[src/hdl/adc_ctrl_cfg.svh]
`ifndef ADC_CTRL_CFG_SVH
`define ADC_CTRL_CFG_SVH
// Behaviour
// (RULE1) master makes SCLK, at most 48 MHz, mode 3, idling high.
// (RULE2) with chip select low, input taken on SCLK rise, output changed on fall.
// (RULE3) chip select fall samples inputs, starts a frame of at least 16 bits.
// (RULE4) tag enabled: word is 4-bit channel then 12-bit result, MSB first.
// (RULE5) tag enabled: master should hold SCLK high a period before chip select falls.
// (RULE6) tag disabled (external clock only): zero, 12-bit result, three zeros.
// (RULE7) 10-bit variants force the two lowest result bits to zero.
// (RULE8) unipolar: output zero when positive input is below negative input.
// (RULE9) single-ended channels always convert unipolar, referenced to ground.
// (RULE10) pseudo-differential select: up to 15 inputs measured against the common input.
// (RULE11) unipolar results straight binary, bipolar results two's complement.
// (RULE12) a 16-entry FIFO keeps internally clocked results until read.
// (RULE13) full FIFO and new result: the oldest result is overwritten.
// (RULE14) each result is two bytes, channel ahead of MSB; oldest shown after chip select falls.
// (RULE15) empty FIFO: serial output drives zeros during a read frame.
// (RULE16) external clock: channel asked in one frame is sent out in the next frame.
// (RULE17) internal mode timed by a nominal 40 MHz oscillator, plus or minus 15 percent.
// (RULE18) master starts an internal scan with chip select high and a low start pulse.
// (RULE19) scan converts into FIFO then end-of-conversion low until chip select or start falls.
// (RULE20) master waits for end-of-conversion before chip select or another start pulse.
// (RULE21) software trigger starts conversion after chip select rise delay; cleared on completion.
// (RULE22) switching internal to external clock needs a soft reset code 10.
// (RULE23) input bit 15 zero addresses mode control, one addresses configuration.
// (RULE24) serial output is high impedance while chip select is high.
// (RULE25) internal mode data valid only after end-of-conversion goes low.
`define CLK_PERIOD_NS 100
`define WORD_BITS 16
`define RESULT_BITS 12
`define CHAN_BITS 4
`define FIFO_DEPTH 16
`define WRITE_MIN_CLOCKS 17
`define SOFTWARE_CONVERT_TRIGGER_DELAY_NS 500
`define SOFTWARE_CONVERT_TRIGGER_DELAY_CYC ((`SOFTWARE_CONVERT_TRIGGER_DELAY_NS + `CLK_PERIOD_NS - 1) / `CLK_PERIOD_NS)
`define CONV_TIME_NS 2100
`define CONV_TIME_CYC ((`CONV_TIME_NS + `CLK_PERIOD_NS - 1) / `CLK_PERIOD_NS)
`define REG_SEL_BIT 15
`define CHAN_TAG_BIT 2
`define SOFTWARE_CONVERT_TRIGGER_BIT 1
`define CHSEL_HI 10
`define CHSEL_LO 7
`define SCAN_HI 14
`define SCAN_LO 11
`define CFG_ID_HI 14
`define CFG_ID_LO 11
`define CFG_ID_ADC 4'h0
`define CFG_ID_UNI 4'h1
`define CFG_ID_BIP 4'h2
`define RESET_HI 6
`define RESET_LO 5
`define SOFT_RESET 2'h2
`define PDIFF_BIT 2
`define SCAN_MANUAL 4'h1
`endif

[src/hdl/adc_ctrl_pkg.sv]
package adc_ctrl_pkg;
  typedef struct packed {
    logic [3:0] chan;
    logic [11:0] code;
  } result_t;
  typedef struct packed {
    logic [3:0] chan;
    logic signed [12:0] diff;
    logic single_ended;
    logic bipolar;
  } sample_t;
  typedef enum logic [1:0] {
    IDLE, WAIT_DELAY, CONVERT, DONE
  } scan_state_t;
endpackage

[src/hdl/adc_serial_conversion_control.sv]
`timescale 1ns/1ps
`include "adc_ctrl_cfg.svh"
module adc_serial_conversion_control #(
  parameter bit TEN_BIT = 1'b0,
  parameter int NUM_CHAN = 16
) (
  // clock and reset
  input wire logic mclk_i,
  input wire logic reset_i,
  // serial link pins
  input wire logic sclk_i,
  input wire logic cs_n_i,
  input wire logic sdi_i,
  output logic sdo_o,
  output logic sdo_oe_o,
  // conversion pins
  input wire logic conversion_start_n_i,
  output logic end_of_conversion_n_o,
  // converter core
  input wire adc_ctrl_pkg::sample_t sample_i,
  output logic [3:0] mux_chan_o,
  output logic sample_o,
  // status
  output logic internal_clock_o,
  output logic channel_tag_enable_o,
  output logic software_convert_trigger_o,
  output logic pseudo_diff_common_select_o,
  output logic fifo_empty_o
);
  logic sclk_s, cs_n_s, sdi_s, cnv_n_s;
  logic sclk_d, cs_d, cnv_d;
  logic sclk_rise, sclk_fall, cs_fall, cs_rise, cnv_fall, cnv_rise;
  adc_sync2 u_sync_sclk (.mclk_i(mclk_i), .reset_i(reset_i), .d_i(sclk_i), .q_o(sclk_s));
  adc_sync2 u_sync_cs (.mclk_i(mclk_i), .reset_i(reset_i), .d_i(cs_n_i), .q_o(cs_n_s));
  adc_sync2 u_sync_sdi (.mclk_i(mclk_i), .reset_i(reset_i), .d_i(sdi_i), .q_o(sdi_s));
  adc_sync2 u_sync_cnv (.mclk_i(mclk_i), .reset_i(reset_i), .d_i(conversion_start_n_i), .q_o(cnv_n_s));

  always_ff @(posedge mclk_i) begin
    if (reset_i) begin
      sclk_d <= 1'b1;
      cs_d <= 1'b1;
      cnv_d <= 1'b1;
    end else begin
      sclk_d <= sclk_s;
      cs_d <= cs_n_s;
      cnv_d <= cnv_n_s;
    end
  end
  assign sclk_rise = sclk_s && !sclk_d && !cs_n_s;
  assign sclk_fall = !sclk_s && sclk_d && !cs_n_s;
  assign cs_fall = !cs_n_s && cs_d;
  assign cs_rise = cs_n_s && !cs_d;
  assign cnv_fall = !cnv_n_s && cnv_d;
  assign cnv_rise = cnv_n_s && !cnv_d;

  // conversion arithmetic: clamp, coding and resolution
  function automatic logic [11:0] encode(input adc_ctrl_pkg::sample_t s, input logic uni_cfg);
    logic [11:0] c;
    logic uni;
    c = '0;
    uni = s.single_ended || uni_cfg || !s.bipolar; // [RULE9]
    if (uni) begin
      if (s.diff < 0) begin
        c = '0; // [RULE8]
      end else if (s.diff > 13'sh0FFF) begin
        c = 12'hFFF;
      end else begin
        c = s.diff[11:0]; // [RULE11]
      end
    end else begin
      if (s.diff > 13'sh07FF) begin
        c = 12'h7FF;
      end else if (s.diff < -13'sh0800) begin
        c = 12'h800;
      end else begin
        c = s.diff[11:0]; // [RULE11]
      end
    end
    if (TEN_BIT) begin
      c[1:0] = 2'h0; // [RULE7]
    end
    return c;
  endfunction

  // frame shift registers
  logic [`WORD_BITS-1:0] rx_shift;
  logic [`WORD_BITS-1:0] tx_shift;
  logic [5:0] bit_cnt;
  logic in_frame;
  logic word_done;
  assign word_done = sclk_rise && (bit_cnt == 6'(`WORD_BITS - 1));

  always_ff @(posedge mclk_i) begin
    if (reset_i) begin
      rx_shift <= '0;
      bit_cnt <= '0;
      in_frame <= 1'b0;
    end else if (cs_fall) begin
      bit_cnt <= '0; // [RULE3]
      in_frame <= 1'b1;
    end else if (cs_rise) begin
      in_frame <= 1'b0;
    end else if (sclk_rise && in_frame) begin
      rx_shift <= {rx_shift[`WORD_BITS-2:0], sdi_s}; // [RULE2]
      if (bit_cnt != 6'(`WORD_BITS - 1)) begin
        bit_cnt <= bit_cnt + 1'b1;
      end
    end
  end

  // configuration bits written through the serial frame
  logic [`WORD_BITS-1:0] rx_word;
  logic mode_wr, uni_wr;
  logic unipolar_all;
  logic [3:0] scan_mode;
  logic soft_reset;
  logic [3:0] chan_sel;
  assign rx_word = {rx_shift[`WORD_BITS-2:0], sdi_s};
  assign mode_wr = word_done && in_frame && !rx_word[`REG_SEL_BIT]; // [RULE23]
  assign uni_wr = word_done && in_frame && rx_word[`REG_SEL_BIT]
    && (rx_word[`CFG_ID_HI:`CFG_ID_LO] == `CFG_ID_UNI); // [RULE23]
  assign soft_reset = word_done && in_frame && rx_word[`REG_SEL_BIT]
    && (rx_word[`CFG_ID_HI:`CFG_ID_LO] == `CFG_ID_ADC)
    && (rx_word[`RESET_HI:`RESET_LO] == `SOFT_RESET); // [RULE22]
  assign unipolar_all = pseudo_diff_common_select_o;
  assign internal_clock_o = (scan_mode != `SCAN_MANUAL);

  logic conv_done;
  always_ff @(posedge mclk_i) begin
    if (reset_i || soft_reset) begin
      scan_mode <= `SCAN_MANUAL;
      chan_sel <= '0;
      channel_tag_enable_o <= 1'b0;
    end else if (mode_wr) begin
      scan_mode <= rx_word[`SCAN_HI:`SCAN_LO];
      chan_sel <= rx_word[`CHSEL_HI:`CHSEL_LO]; // [RULE16]
      channel_tag_enable_o <= rx_word[`CHAN_TAG_BIT];
    end
  end
  always_ff @(posedge mclk_i) begin
    if (reset_i || soft_reset) begin
      software_convert_trigger_o <= 1'b0;
    end else if (mode_wr) begin
      software_convert_trigger_o <= rx_word[`SOFTWARE_CONVERT_TRIGGER_BIT];
    end else if (conv_done) begin
      software_convert_trigger_o <= 1'b0; // [RULE21]
    end
  end
  always_ff @(posedge mclk_i) begin
    if (reset_i || soft_reset) begin
      pseudo_diff_common_select_o <= 1'b0;
    end else if (uni_wr) begin
      pseudo_diff_common_select_o <= rx_word[`PDIFF_BIT]; // [RULE10]
    end
  end

  // write frames shorter than the minimum do not start the software trigger conversion at chip select rise
  logic [5:0] cs_low_cnt;
  always_ff @(posedge mclk_i) begin
    if (reset_i || cs_fall) begin
      cs_low_cnt <= '0;
    end else if (!cs_n_s && cs_low_cnt != 6'(`WRITE_MIN_CLOCKS)) begin
      cs_low_cnt <= cs_low_cnt + 1'b1;
    end
  end

  // internal clock scan sequencer
  adc_ctrl_pkg::scan_state_t state;
  logic [7:0] timer;
  logic [3:0] scan_chan;
  logic fifo_wr;
  adc_ctrl_pkg::result_t fifo_in, fifo_out;
  logic fifo_rd;
  logic sw_start, hw_start;
  assign hw_start = cnv_rise && cs_n_s && internal_clock_o; // [RULE18]
  assign sw_start = cs_rise && software_convert_trigger_o && internal_clock_o
    && (cs_low_cnt == 6'(`WRITE_MIN_CLOCKS)); // [RULE21]
  assign conv_done = (state == adc_ctrl_pkg::CONVERT) && (timer == '0) && (scan_chan == chan_sel);
  assign fifo_wr = (state == adc_ctrl_pkg::CONVERT) && (timer == '0);
  assign fifo_in.chan = scan_chan;
  assign fifo_in.code = encode(sample_i, unipolar_all);

  always_ff @(posedge mclk_i) begin
    if (reset_i || soft_reset) begin
      state <= adc_ctrl_pkg::IDLE;
      timer <= '0;
      scan_chan <= '0;
    end else begin
      unique case (state)
        adc_ctrl_pkg::IDLE: begin
          scan_chan <= '0;
          if (hw_start) begin
            state <= adc_ctrl_pkg::CONVERT;
            timer <= 8'(`CONV_TIME_CYC - 1); // [RULE17]
          end else if (sw_start) begin
            state <= adc_ctrl_pkg::WAIT_DELAY;
            timer <= 8'(`SOFTWARE_CONVERT_TRIGGER_DELAY_CYC - 1);
          end
        end
        adc_ctrl_pkg::WAIT_DELAY: begin
          if (timer == '0) begin
            state <= adc_ctrl_pkg::CONVERT;
            timer <= 8'(`CONV_TIME_CYC - 1);
          end else begin
            timer <= timer - 1'b1;
          end
        end
        adc_ctrl_pkg::CONVERT: begin
          if (timer != '0) begin
            timer <= timer - 1'b1;
          end else if (conv_done) begin
            state <= adc_ctrl_pkg::DONE; // [RULE19]
          end else begin
            scan_chan <= scan_chan + 1'b1;
            timer <= 8'(`CONV_TIME_CYC - 1);
          end
        end
        adc_ctrl_pkg::DONE: begin
          state <= adc_ctrl_pkg::IDLE;
        end
      endcase
    end
  end
  assign sample_o = (state == adc_ctrl_pkg::CONVERT) && (timer == 8'(`CONV_TIME_CYC - 1));
  // the multiplexer follows the scan while converting, otherwise the requested channel
  assign mux_chan_o = (state == adc_ctrl_pkg::CONVERT) ? scan_chan : chan_sel;

  always_ff @(posedge mclk_i) begin
    if (reset_i || soft_reset) begin
      end_of_conversion_n_o <= 1'b1;
    end else if (state == adc_ctrl_pkg::DONE) begin
      end_of_conversion_n_o <= 1'b0; // [RULE19] [RULE25]
    end else if (cs_fall || cnv_fall) begin
      end_of_conversion_n_o <= 1'b1; // [RULE19]
    end
  end

  adc_result_fifo #(.DEPTH(`FIFO_DEPTH)) u_fifo (
    .mclk_i(mclk_i),
    .reset_i(reset_i || soft_reset),
    .wr_i(fifo_wr),
    .wr_data_i(fifo_in),
    .rd_i(fifo_rd),
    .rd_data_o(fifo_out),
    .empty_o(fifo_empty_o)
  );

  // external clock: the channel requested last frame is sampled at select fall and sent in this frame
  adc_ctrl_pkg::result_t ext_result;
  assign ext_result.chan = chan_sel; // [RULE16]
  assign ext_result.code = encode(sample_i, unipolar_all);

  // output word load and shift
  logic [`WORD_BITS-1:0] next_word;
  always_comb begin
    if (internal_clock_o) begin
      next_word = fifo_empty_o ? '0 : {fifo_out.chan, fifo_out.code}; // [RULE14] [RULE15]
    end else if (channel_tag_enable_o) begin
      next_word = {ext_result.chan, ext_result.code}; // [RULE4]
    end else begin
      next_word = {1'b0, ext_result.code, 3'h0}; // [RULE6]
    end
  end
  assign fifo_rd = internal_clock_o && in_frame && word_done;

  always_ff @(posedge mclk_i) begin
    if (reset_i) begin
      tx_shift <= '0;
    end else if (cs_fall || (word_done && in_frame)) begin
      tx_shift <= next_word; // [RULE14]
    end else if (sclk_fall && in_frame && bit_cnt != '0) begin
      tx_shift <= {tx_shift[`WORD_BITS-2:0], 1'b0}; // [RULE2]
    end
  end

  always_ff @(posedge mclk_i) begin
    if (reset_i) begin
      sdo_o <= 1'b0;
      sdo_oe_o <= 1'b0;
    end else begin
      sdo_o <= tx_shift[`WORD_BITS-1];
      sdo_oe_o <= !cs_n_s; // [RULE24]
    end
  end
endmodule

[src/hdl/adc_sync2.sv]
`timescale 1ns/1ps
module adc_sync2 (
  // clock
  input wire logic mclk_i,
  input wire logic reset_i,
  // data
  input wire logic d_i,
  output logic q_o
);
  logic stage1;
  always_ff @(posedge mclk_i) begin
    if (reset_i) begin
      stage1 <= 1'b1;
      q_o <= 1'b1;
    end else begin
      stage1 <= d_i;
      q_o <= stage1;
    end
  end
endmodule

[src/hdl/adc_result_fifo.sv]
`timescale 1ns/1ps
`include "adc_ctrl_cfg.svh"
module adc_result_fifo #(
  parameter int DEPTH = `FIFO_DEPTH
) (
  // clock
  input wire logic mclk_i,
  input wire logic reset_i,
  // write side
  input wire logic wr_i,
  input wire adc_ctrl_pkg::result_t wr_data_i,
  // read side
  input wire logic rd_i,
  output adc_ctrl_pkg::result_t rd_data_o,
  output logic empty_o
);
  localparam int AW = $clog2(DEPTH);
  adc_ctrl_pkg::result_t mem [DEPTH];
  logic [AW-1:0] wptr;
  logic [AW-1:0] rptr;
  logic [AW:0] count;
  logic full;
  logic do_rd;
  assign full = (count == (AW+1)'(DEPTH));
  assign empty_o = (count == '0);
  assign do_rd = rd_i && !empty_o;
  assign rd_data_o = mem[rptr];
  always_ff @(posedge mclk_i) begin
    if (wr_i) begin
      mem[wptr] <= wr_data_i; // [RULE12]
    end
  end
  always_ff @(posedge mclk_i) begin
    if (reset_i) begin
      wptr <= '0;
      rptr <= '0;
      count <= '0;
    end else begin
      if (wr_i) begin
        wptr <= wptr + 1'b1;
      end
      if ((wr_i && full) || do_rd) begin
        rptr <= rptr + 1'b1; // [RULE13]
      end
      if (wr_i && !full && !do_rd) begin
        count <= count + 1'b1;
      end else if (do_rd && !wr_i) begin
        count <= count - 1'b1;
      end
    end
  end
endmodule

[config.mk]
export PLATFORM = sky130hd
export DESIGN_NAME = adc_serial_conversion_control
export DESIGN_NICKNAME = d
export VERILOG_FILES = /design/src/hdl/adc_ctrl_pkg.sv /design/src/hdl/adc_serial_conversion_control.sv /design/src/hdl/adc_sync2.sv /design/src/hdl/adc_result_fifo.sv
export VERILOG_INCLUDE_DIRS = /design/src /design/src/hdl
export SDC_FILE = /design/constraint.sdc
export NUM_CORES = 1
export LEC_CHECK = 0
export ABC_AREA = 1
export BUFFER_PORTS_ARGS = -buffer_cell sky130_fd_sc_hd__buf_2
export CORE_UTILIZATION = 63
export DETAILED_ROUTE_END_ITERATION = 16
export GPL_TIMING_DRIVEN = 1
export HOLD_SLACK_MARGIN = 0.08
export PLACE_DENSITY = 0.8
export SYNTH_ARGS = -nofsm -noshare
export SYNTH_HDL_FRONTEND = slang
export SYNTH_SLANG_ARGS = --single-unit
[constraint.sdc]
create_clock -name mclk_i -period 3 [get_ports mclk_i]
set_input_delay 0.3 -clock mclk_i [delete_from_list [all_inputs] [get_ports mclk_i]]
set_output_delay 0.3 -clock mclk_i [all_outputs]
set_load 0.005 [all_outputs]
==> impl_metrics.py, run 1 <==
metrics = {
    "outcome": {
        "status": "finished clean",
    },
    "clock_network": {
        "cts_sinks": 356,
        "htree_levels": 2,
        "cts_root_buf": "clkbuf_16",
        "cts_buffers": 36,
        "ctsLongestPathBuffers": 3,
        "clk_pin_slew_ns": 0.06,
        "clk_latency_ns": 0.51,
        "post-cts-setup-buffers": 0,
        "cts_tree": "built",
    },
    "worst_setup_path": {
        "arrival_ns": 2.89,
        "start_kind": "flip-flop",
        "cpMaxStageDelayCell": "fa_1",
        "worst_r2r_endpoint": "u_fifo.count[4]$_SDFFE_PP0P_",
        "rr_startpoint": "u_fifo.count[0]$_SDFFE_PP0P_",
        "path_delay_family": "simple AND/OR/NAND/NOR gates",
        "reg2reg_slack_ns": 0.50,
        "cp_cell_sequence": "nor2_1 > nand4_1 > nand2_1 > inv_1 > nand2_4 > nand2_4 > fa_1 > nand2_1 > nand2_1 > a21oi_1 > or2_1 > nand3_1 > nand2_1 > nor2_1",
        "crit_fanout": 16,
        "crit_path_end_kind": "flip-flop",
        "rr_worst_depth": 14,
        "critPathMostFrequentCell": "nand2_1",
        "critPathRequiredTime_ns": 3.40,
        "critPathKind": "reg -> reg",
        "max_stage_delay_ns": 0.40,
        "critPathBufInv": 1,
    },
    "place": {
        "dp_hpwl_mm": 22.9,
        "place_congestion": 0.884,
        "portBuffers": 33,
    },
    "floorplan": {
        "initial_utilization": 0.640,
        "ios": 38,
        "core-area_mm2": 0.0252,
        "placementRows": 58,
        "die_w_um": 162,
        "dieArea_mm2": 0.0262,
        "die_y_um": 162,
    },
    "sta": {
        "post-route-period-util": 0.832,
        "hold_viol": 0,
        "fin_crit_ns": 2.50,
        "rsz0062_at_grt": "no",
        "tightest_slew_ns": 0.838,
        "skew_ns": 0.0160,
        "finalSetupTns_ns": 0,
        "setup_viol": 0,
        "fmax_mhz": 401,
        "slew_violations": 0,
        "slew_headroom": 0.440,
    },
    "route": {
        "vias": 12200,
        "drtAntennaViolNets": 0,
        "firstDrtPassIters": 6,
        "via_per_inst": 5.61,
        "drt_iter0_markers": 991,
        "wl_per_cell_um": 17.1,
        "drt_wl_total_mm": 37.1,
        "drc": 0,
    },
    "synthesis": {
        "syn_inst": 1775,
        "ys_seq_area_frac": 0.601,
        "yosysUniqueCellTypes": 40,
        "ys_ff_latch": 356,
        "netlist_area_mm2": 0.0161,
        "synth_warnings": 0,
        "postSynthNetCount": 1822,
        "syn_avg_cell_area_um2": 9.09,
    },
    "grt": {
        "grt_max_degree": 75,
        "grt_use_total": 0.287,
        "grt_pass1_wl_mm": 58.2,
        "grt_pass1_vias": 11600,
        "grt_overflow": 0,
        "antenna_found_initial": 0,
    },
    "job": {
        "cap_viol_max_count": 0,
    },
    "finish": {
        "final_common_cell": "nand2_1",
        "antenna_cells": 0,
        "nNetsFinal": 1866,
        "area_growth_pct": 10.8,
        "mostFrequentLayoutCells": "nand2_1, nand3_1, edfxtp_1",
        "fillerInstances": 1804,
        "layout-drive-gt1-share": 0.0959,
    },
    "power": {
        "vdd_drop_max_mv": 0.465,
        "p_leak_nw": 7.38,
        "p_per_area_mw_per_mm2": 533,
        "power_mw": 9.52,
    },
    "hold_path": {
        "worstHoldPathType": "in -> reg",
        "hold_end": "cnv_d$_SDFF_PP1_",
        "min_path_cells": 3,
        "min-delay-start": "reset_i",
    },
}
-- flip-flops by register name, summed over array words and instances (netlist names), 2 cells and up, named ones only --
| name | count |
|---|---|
| tx_shift | 16 |
| cs_low_cnt | 6 |
| u_fifo.rptr | 4 |
| timer | 8 |
| scan_chan | 4 |
| u_fifo.mem | 256 |
| bit_cnt | 6 |
| state | 2 |
| u_fifo.wptr | 4 |
| chan_sel | 4 |
| rx_shift | 15 |
| scan_mode | 4 |
| u_fifo.count | 5 |
-- stage by stage --
step                instances  hold slack [ns]  area [um^2]  setup WS, ns   util
global placement         2107            0.393        16800         0.548  0.667
floorplan                1775            0.389        16100         0.738      -
CTS                      2175            0.102        17900         0.505  0.709
detailed placement       2107            0.395        16800         0.543  0.667
finish                   2175            0.117        17900         0.503  0.709
global route             2175            0.150        17900         0.235  0.709
-- timing repair --
action                                 in CTS  in global routing
gates resized for setup                     0                  0
setup endpoints to repair                   0                  0
hold buffers                                4                  0
endpoints found under the hold margin       4                  0
-- cell type report --
cell class	count	area [um^2]	area share
clock inverters	14	57.6	0.00322
clock buffers	50	975	0.0546
well taps	330	413	0.0231
repair buffers	84	608	0.0340
flip-flops and latches	356	9690	0.543
multi-input cells	1112	5260	0.294
inverters	229	861	0.0482
-- kinds of logic (layout without fill, tap and decap cells) --
| logic type | Yosys count | after routing | share of synthesized area |
|---|---|---|---|
| AO/OA/AOI/OAI | 150 | 150 | 0.0503 |
| adder cells (fa/ha/maj) | 22 | 22 | 0.0175 |
| buffers and inverters | 307 | 377 | 0.0758 |
| AND/OR/NAND/NOR | 933 | 933 | 0.252 |
| XOR/XNOR | 7 | 7 | 0.00380 |
| flip-flops | 356 | 356 | 0.601 |
-- Yosys cell counts, drive strengths merged --
master / count / area, um^2
xnor2: 4 / 35.0
nand3b: 1 / 7.51
a21oi: 85 / 425
o211ai: 16 / 120
nor2: 71 / 332
buf: 55 / 277
edfxtp: 256 / 7690
o21ai: 44 / 228
nor4: 2 / 12.5
dfxtp: 100 / 2000
clkbuf: 23 / 86.3
and3: 1 / 6.26
o31ai: 1 / 7.51
o21a: 1 / 7.51
ha: 21 / 263
nand2: 567 / 2170
nor3b: 1 / 7.51
nand4: 5 / 46.3
inv: 229 / 860
a211oi: 3 / 22.5
nor3: 11 / 60.1
or2: 12 / 75.1
nand3: 262 / 1350
xor2: 3 / 26.3
fa: 1 / 20.0
-- how the worst max path moves through the flow --
| stage | from | slack (ns) | to | cells past startpoint |
|---|---|---|---|---|
| 2_1_floorplan | timer[0]$_SDFFE_PP0P_ | 0.74 | u_fifo.mem[11][0]$_DFFE_PP_ | 8 |
| 3_3_place_gp | u_fifo.count[0]$_SDFFE_PP0P_ | 0.55 | u_fifo.count[4]$_SDFFE_PP0P_ | 13 |
| 3_5_place_dp | u_fifo.count[0]$_SDFFE_PP0P_ | 0.54 | u_fifo.count[4]$_SDFFE_PP0P_ | 13 |
| 4_1_cts | u_fifo.count[0]$_SDFFE_PP0P_ | 0.51 | u_fifo.count[4]$_SDFFE_PP0P_ | 14 |
| 5_1_grt | u_fifo.count[0]$_SDFFE_PP0P_ | 0.23 | u_fifo.count[4]$_SDFFE_PP0P_ | 14 |
| 6_report | u_fifo.count[0]$_SDFFE_PP0P_ | 0.50 | u_fifo.count[4]$_SDFFE_PP0P_ | 14 |
-- per-layer routing --
layer,global-route usage,vias to the layer above,share of wire
li1,-,5895,-
met1,0.360,5645,0.39
met2,0.488,562,0.49
met3,0.0523,100,0.085
met4,0.123,0,0.037
met5,0,-,0
-- report_power, final --
part	internal (mW)	total (mW)	leakage, nW	switching [mW]
Clock	2.26	4.00	0.503	1.74
Sequential	5.28	5.29	3.08	0.00689
Combinational	0.0625	0.226	3.80	0.163
Total	7.60	9.52	7.38	1.91
-- worst register-to-register path, cell delays in order, from the launching register on --
cell and delay [ns]:
dfxtp_1 0.35, nor2_1 0.16, nand4_1 0.19, nand2_1 0.13
inv_1 0.26, nand2_4 0.16, nand2_4 0.09, fa_1 0.40
nand2_1 0.08, nand2_1 0.06, a21oi_1 0.16, or2_1 0.14
nand3_1 0.07, nand2_1 0.08, nor2_1 0.05
Power figures use the tool's default switching activity.
==> inputs of run 2 (changes only) <==
Clock period 3 ns to 2.4 ns, I/O delays scaled along.
==> run 2 against run 1 <==
Against the previous run: global-route usage rose by 1.5 points; sequential cell count did not move; critical path depth fell by 8; largest power group unchanged; first-iteration DRC count rose by 36%; combinational power rose by 27%; final area rose by 1.8%; cell count rose by 0.60%; clock skew barely moved.
==> impl_metrics.py, run 2 (synthesis results as in run 1) <==
metrics = {
    "outcome": {
        "status": "finished clean",
    },
    "route": {
        "drt_iter0_markers": 1345,
        "vias": 12400,
        "via_per_inst": 5.68,
        "drt_wl_total_mm": 38.6,
        "firstDrtPassIters": 5,
        "drtAntennaViolNets": 0,
        "wl_per_cell_um": 17.6,
        "drc": 0,
    },
    "sta": {
        "fin_crit_ns": 2.21,
        "post-route-period-util": 0.921,
        "finalSetupTns_ns": 0,
        "rsz0062_at_grt": "no",
        "slew_headroom": 0.441,
        "skew_ns": 0.0165,
        "hold_viol": 0,
        "fmax_mhz": 452,
        "setup_slack_ns": 0.190,
        "slew_violations": 0,
        "setup_viol": 0,
        "tightest_slew_ns": 0.837,
        "holdWs_ns": 0.290,
    },
    "place": {
        "place_congestion": 0.890,
        "portBuffers": 33,
        "pre_cts_ws_ns": -0.00581,
        "dp_hpwl_mm": 23.5,
    },
    "worst_setup_path": {
        "reg2reg_slack_ns": 0.20,
        "arrival_ns": 1.97,
        "rr_worst_depth": 14,
        "critPathBufInv": 3,
        "crit_fanout": 8,
        "cpMaxStageDelayCell": "dfxtp_1",
        "critPathKind": "reg -> out",
        "cp_cell_sequence": "inv_1 > ha_2 > buf_4 > nand3_1 > nor4_1 > buf_2",
        "path_depth": 6,
        "crit_path_end_kind": "output pin",
        "start_kind": "flip-flop",
        "critPathRequiredTime_ns": 2.16,
        "path_delay_family": "buffers and inverters",
        "max_stage_delay_ns": 0.34,
    },
    "finish": {
        "top_register": "u_fifo.mem",
        "mostFrequentLayoutCells": "nand2_1, nand3_1, edfxtp_1",
        "area_growth_pct": 12.7,
        "layout-drive-gt1-share": 0.108,
        "nNetsFinal": 1883,
        "largest_reg_flops": 256,
        "final_common_cell": "nand2_1",
        "antenna_cells": 0,
        "multiInputGateArea_mm2": 0.00530,
        "top_regs": "u_fifo.mem: 256 flops, tx_shift: 16 flops, rx_shift: 15 flops",
        "fillerInstances": 1745,
        "regArea_mm2": 0.00969,
    },
    "clock_network": {
        "cts_tree": "built",
        "cts_buffers": 37,
        "cts_sinks": 356,
        "ctsLongestPathBuffers": 3,
        "htree_levels": 2,
        "clk_latency_ns": 0.52,
        "cts_root_buf": "clkbuf_16",
        "clk_pin_slew_ns": 0.06,
    },
    "power": {
        "p_comb_frac": 0.024,
        "p_leak_nw": 7.49,
        "p_seq_frac": 0.543,
        "p_sw_frac": 0.202,
        "power.switching_mw": 2.46,
        "vdd_drop_max_mv": 0.634,
        "clkPwrFrac": 0.434,
        "p_int_mw": 9.71,
        "p_per_area_mw_per_mm2": 670,
    },
    "hold_path": {
        "worstHoldPathType": "in -> reg",
        "min_path_cells": 9,
    },
    "floorplan": {
        "initial_utilization": 0.640,
        "die_w_um": 162,
        "placementRows": 58,
        "ios": 38,
        "die_y_um": 162,
        "dieArea_mm2": 0.0262,
        "core-area_mm2": 0.0252,
    },
    "grt": {
        "antenna_found_initial": 0,
        "grt_pass1_wl_mm": 61.6,
        "grt_overflow": 0,
        "grt_pass1_vias": 12200,
        "grt_max_degree": 129,
        "grt_use_total": 0.302,
    },
    "job": {
        "cap_viol_max_count": 0,
    },
}
## run 2: cell types whose count changed in the layout (fill, tap and decap cells not counted), sizes merged
cell and change:
clkinvlp +1, buf +11, dlygate4sd3 +5, clkinv -6, clkbuf +2
## run 2: area by class of cell
class / instances / share of cell area
clock buffers: 52 / 0.0575
repair buffers: 100 / 0.0449
well taps: 330 / 0.0227
clock inverters: 9 / 0.00310
flip-flops and latches: 356 / 0.533
inverters: 229 / 0.0474
multi-input cells: 1112 / 0.291
## run 2: worst paths after layout
kind                                start                      endpoint
max                 state[0]$_SDFFE_PP0P_                      sample_o
min                           sample_i[4]      tx_shift[5]$_SDFFE_PP0P_
max reg2reg       bit_cnt[0]$_SDFFE_PP0P_  u_fifo.count[4]$_SDFFE_PP0P_
min reg2reg  u_sync_cnv.stage1$_SDFF_PP1_     u_sync_cnv.q_o$_SDFF_PP1_
## run 2: power groups by stage
stage / registers, mW / clock network (mW) / logic, mW
final: 6.61 / 5.28 / 0.286
after global routing: 6.61 / 5.58 / 0.315
after CTS: 6.61 / 5.32 / 0.282
after detailed placement: 6.74 / 0 / 0.270
after global placement: 6.74 / 0 / 0.261
after floorplan: 6.74 / 0 / 0.157
## run 2: layer usage
layer / vias up / global-route usage / share of wire
met5: - / 0 / 0
met4: 0 / 0.131 / 0.035
met3: 100 / 0.0465 / 0.091
met2: 596 / 0.507 / 0.49
met1: 5799 / 0.389 / 0.39
li1: 5928 / - / -
## run 2: timing repair
action | CTS | global route
buffers inserted | 0 | 0
gates cloned | 0 | 0
endpoints found under the hold margin | 11 | 0
hold buffers | 9 | 0
setup endpoints to repair | 13 | 3
pin swaps | 0 | 3
resized for setup | 1 | 9
## run 2: through the flow
stage / total power, mW / instances / area [um^2] / util
after floorplan: 6.90 / 1775 / 16100 / -
after global placement: 7.00 / 2118 / 17000 / 0.673
after detailed placement: 7.01 / 2118 / 17000 / 0.673
after CTS: 12.2 / 2188 / 18100 / 0.721
after global routing: 12.5 / 2188 / 18200 / 0.722
final: 12.2 / 2188 / 18200 / 0.722
## run 2: worst min-delay path, stage by stage
cell	delay, ns
buf_2	0.11
nand2_1	0.06
nand2_1	0.06
nand2_1	0.06
nand2_1	0.04
inv_1	0.05
nand2_1	0.04
nand2_1	0.05
a21oi_1	0.05
==> inputs of run 3 (changes only) <==
Settings changed: BUFFER_PORTS_ARGS -buffer_cell sky130_fd_sc_hd__buf_2 to default, CORE_UTILIZATION 63 to 64, DONT_BUFFER_PORTS from default to 1.
==> run 3 against run 2 <==
Against the previous run: via count fell by 2.1%; register-to-register slack worse by 0.06 ns; final area shrank 0.56%; sequential share of layout area up 0.30 points; global-route usage fell by 0.055 points; clock-buffer cell count shrank 5; non-clock buffer count is 25 lower; worst setup slack worse by 0.052 ns; hold slack worse by 0.073 ns; critical path type is now reg -> reg; largest power group unchanged.
==> impl_metrics.py, run 3 (synthesis results as in run 1) <==
metrics = {
    "outcome": {
        "status": "finished clean",
    },
    "clock_network": {
        "cts_buffers": 36,
        "clk_latency_ns": 0.53,
        "cts_root_buf": "clkbuf_16",
        "ctsLongestPathBuffers": 3,
        "cts_sinks": 356,
        "htree_levels": 2,
        "clk_pin_slew_ns": 0.06,
        "cts_tree": "built",
    },
    "route": {
        "wl_per_cell_um": 17.7,
        "via_per_inst": 5.63,
        "drtAntennaViolNets": 0,
        "drc": 0,
        "vias": 12200,
        "firstDrtPassIters": 5,
        "drt_wl_total_mm": 38.2,
        "drt_iter0_markers": 1402,
    },
    "sta": {
        "fmax_mhz": 442,
        "post-route-period-util": 0.943,
        "fin_crit_ns": 2.26,
        "hold_viol": 0,
        "skew_ns": 0.0234,
        "slew_violations": 0,
        "holdWs_ns": 0.217,
        "finalSetupTns_ns": 0,
        "setup_viol": 0,
        "tightest_slew_ns": 0.734,
        "slew_headroom": 0.509,
    },
    "power": {
        "p_leak_nw": 7.43,
        "power_mw": 12.3,
        "p_per_area_mw_per_mm2": 681,
        "vdd_drop_max_mv": 0.560,
    },
    "finish": {
        "antenna_cells": 0,
        "fillerInstances": 1695,
        "mostFrequentLayoutCells": "nand2_1, nand3_1, edfxtp_1",
        "largest_reg_flops": 256,
        "area_growth_pct": 12.1,
        "nNetsFinal": 1857,
        "layout-drive-gt1-share": 0.101,
        "top_regs": "u_fifo.mem: 256 flops, tx_shift: 16 flops, rx_shift: 15 flops",
        "final_cells": 2161,
        "final_common_cell": "nand2_1",
        "top_register": "u_fifo.mem",
    },
    "hold_path": {
        "worstHoldPathType": "in -> reg",
        "min_path_cells": 8,
        "hold_end": "tx_shift[5]$_SDFFE_PP0P_",
        "min-delay-start": "sample_i[4]",
    },
    "grt": {
        "grt_pass1_vias": 11800,
        "grt_max_degree": 76,
        "antenna_found_initial": 0,
        "use_met3": 0.0581,
        "use_met1": 0.391,
        "grt_use_total": 0.301,
        "grt_pass1_wl_mm": 60.2,
        "grt_overflow": 0,
        "gr-max-usage-layer": "met2",
        "use_met2": 0.496,
    },
    "worst_setup_path": {
        "crit_fanout": 7,
        "reg2reg_slack_ns": 0.14,
        "worst_r2r_endpoint": "u_fifo.count[4]$_SDFFE_PP0P_",
        "rr_worst_depth": 14,
        "crit_path_end_kind": "flip-flop",
        "max_stage_delay_ns": 0.34,
        "cpMaxStageDelayCell": "dfxtp_1",
        "cp_cell_sequence": "ha_2 > nand3_1 > nor2_2 > inv_1 > nor2_4 > nand2_4 > nand2_4 > fa_2 > nand2_1 > nand2_1 > a21oi_2 > or2_1 > a21oi_1 > nor2_1",
        "critPathKind": "reg -> reg",
        "critPathRequiredTime_ns": 2.80,
        "worstSetupStartpoint": "bit_cnt[0]$_SDFFE_PP0P_",
        "arrival_ns": 2.66,
        "start_kind": "flip-flop",
        "rr_startpoint": "bit_cnt[0]$_SDFFE_PP0P_",
    },
    "job": {
        "cap_viol_max_count": 0,
    },
    "place": {
        "dp_hpwl_mm": 23.7,
        "portBuffers": 0,
        "dp.cells": 2088,
        "place_congestion": 0.888,
    },
    "floorplan": {
        "die_y_um": 161,
        "die_w_um": 161,
        "dieArea_mm2": 0.0258,
        "initial_utilization": 0.657,
        "placementRows": 57,
        "ios": 38,
        "core-area_mm2": 0.0245,
    },
}
==> run 3: cell types whose count changed in the layout (fill, tap and decap cells not counted), sizes merged <==
cell         before  now
clkinv            9   14
clkbuf           52   47
bufinv            0    1
clkinvlp          1    3
inv             228  229
dlygate4sd3       9    6
buf              91   69
==> run 3: where the power goes <==
| group | leakage [nW] | total [mW] | internal [mW] | switching [mW] |
|---|---|---|---|---|
| sequential | 3.08 | 6.61 | 6.60 | 0.00861 |
| combinational | 3.79 | 0.269 | 0.0751 | 0.194 |
| clock | 0.563 | 5.43 | 3.15 | 2.28 |
| total | 7.43 | 12.3 | 9.83 | 2.48 |
==> run 3: stage by stage <==
| step | utilization | worst slack [ns] | area (um^2) |
|---|---|---|---|
| after CTS | 0.735 | 0.0576 | 18000 |
| after global placement | 0.685 | 0.0871 | 16800 |
| after global routing | 0.737 | -0.0264 | 18100 |
| after detailed placement | 0.685 | 0.00651 | 16800 |
| after floorplan | - | 0.138 | 16100 |
| final | 0.737 | 0.138 | 18100 |
==> run 3: worst max-delay path, delay by kind of cell, from the launching register on <==
kind / cells / cell delay, ns
AND/OR/NAND/NOR: 9 / 1.08
buffers and inverters: 1 / 0.11
AO/OA/AOI/OAI: 2 / 0.20
adder cells (fa/ha/maj): 2 / 0.42
flip-flops: 1 / 0.34
==> run 3: worst max-delay path by stage <==
stage	end	slack (ns)	cells after the start
after global placement	tx_shift[5]$_SDFFE_PP0P_	0.09	10
final	u_fifo.count[4]$_SDFFE_PP0P_	0.14	14
after global routing	u_fifo.count[4]$_SDFFE_PP0P_	-0.03	14
after floorplan	u_fifo.mem[11][0]$_DFFE_PP_	0.14	8
after CTS	u_fifo.count[4]$_SDFFE_PP0P_	0.06	14
after detailed placement	tx_shift[1]$_SDFFE_PP0P_	0.007	10
==> run 3: area by class of cell <==
cell class | instances | area, um^2 | share of cell area
multi-input cells | 1112 | 5290 | 0.293
flip-flops and latches | 356 | 9690 | 0.536
inverters | 229 | 861 | 0.0476
clock buffers | 47 | 1030 | 0.0572
clock inverters | 18 | 125 | 0.00692
well taps | 324 | 405 | 0.0224
repair buffers | 75 | 666 | 0.0368
==> run 3: what timing repair did <==
action,in CTS,in global routing
buffers inserted,0,1
pin swaps,0,1
hold endpoints to repair,55,0
gates resized for setup,1,8
hold buffers,7,0
endpoints found under the setup margin,8,1
==> run 3: per-layer routing <==
metal,vias up,wire length (um)
li1,5871,-
met1,5642,15100
met2,548,18200
met3,96,3410
met4,0,1440
met5,-,0
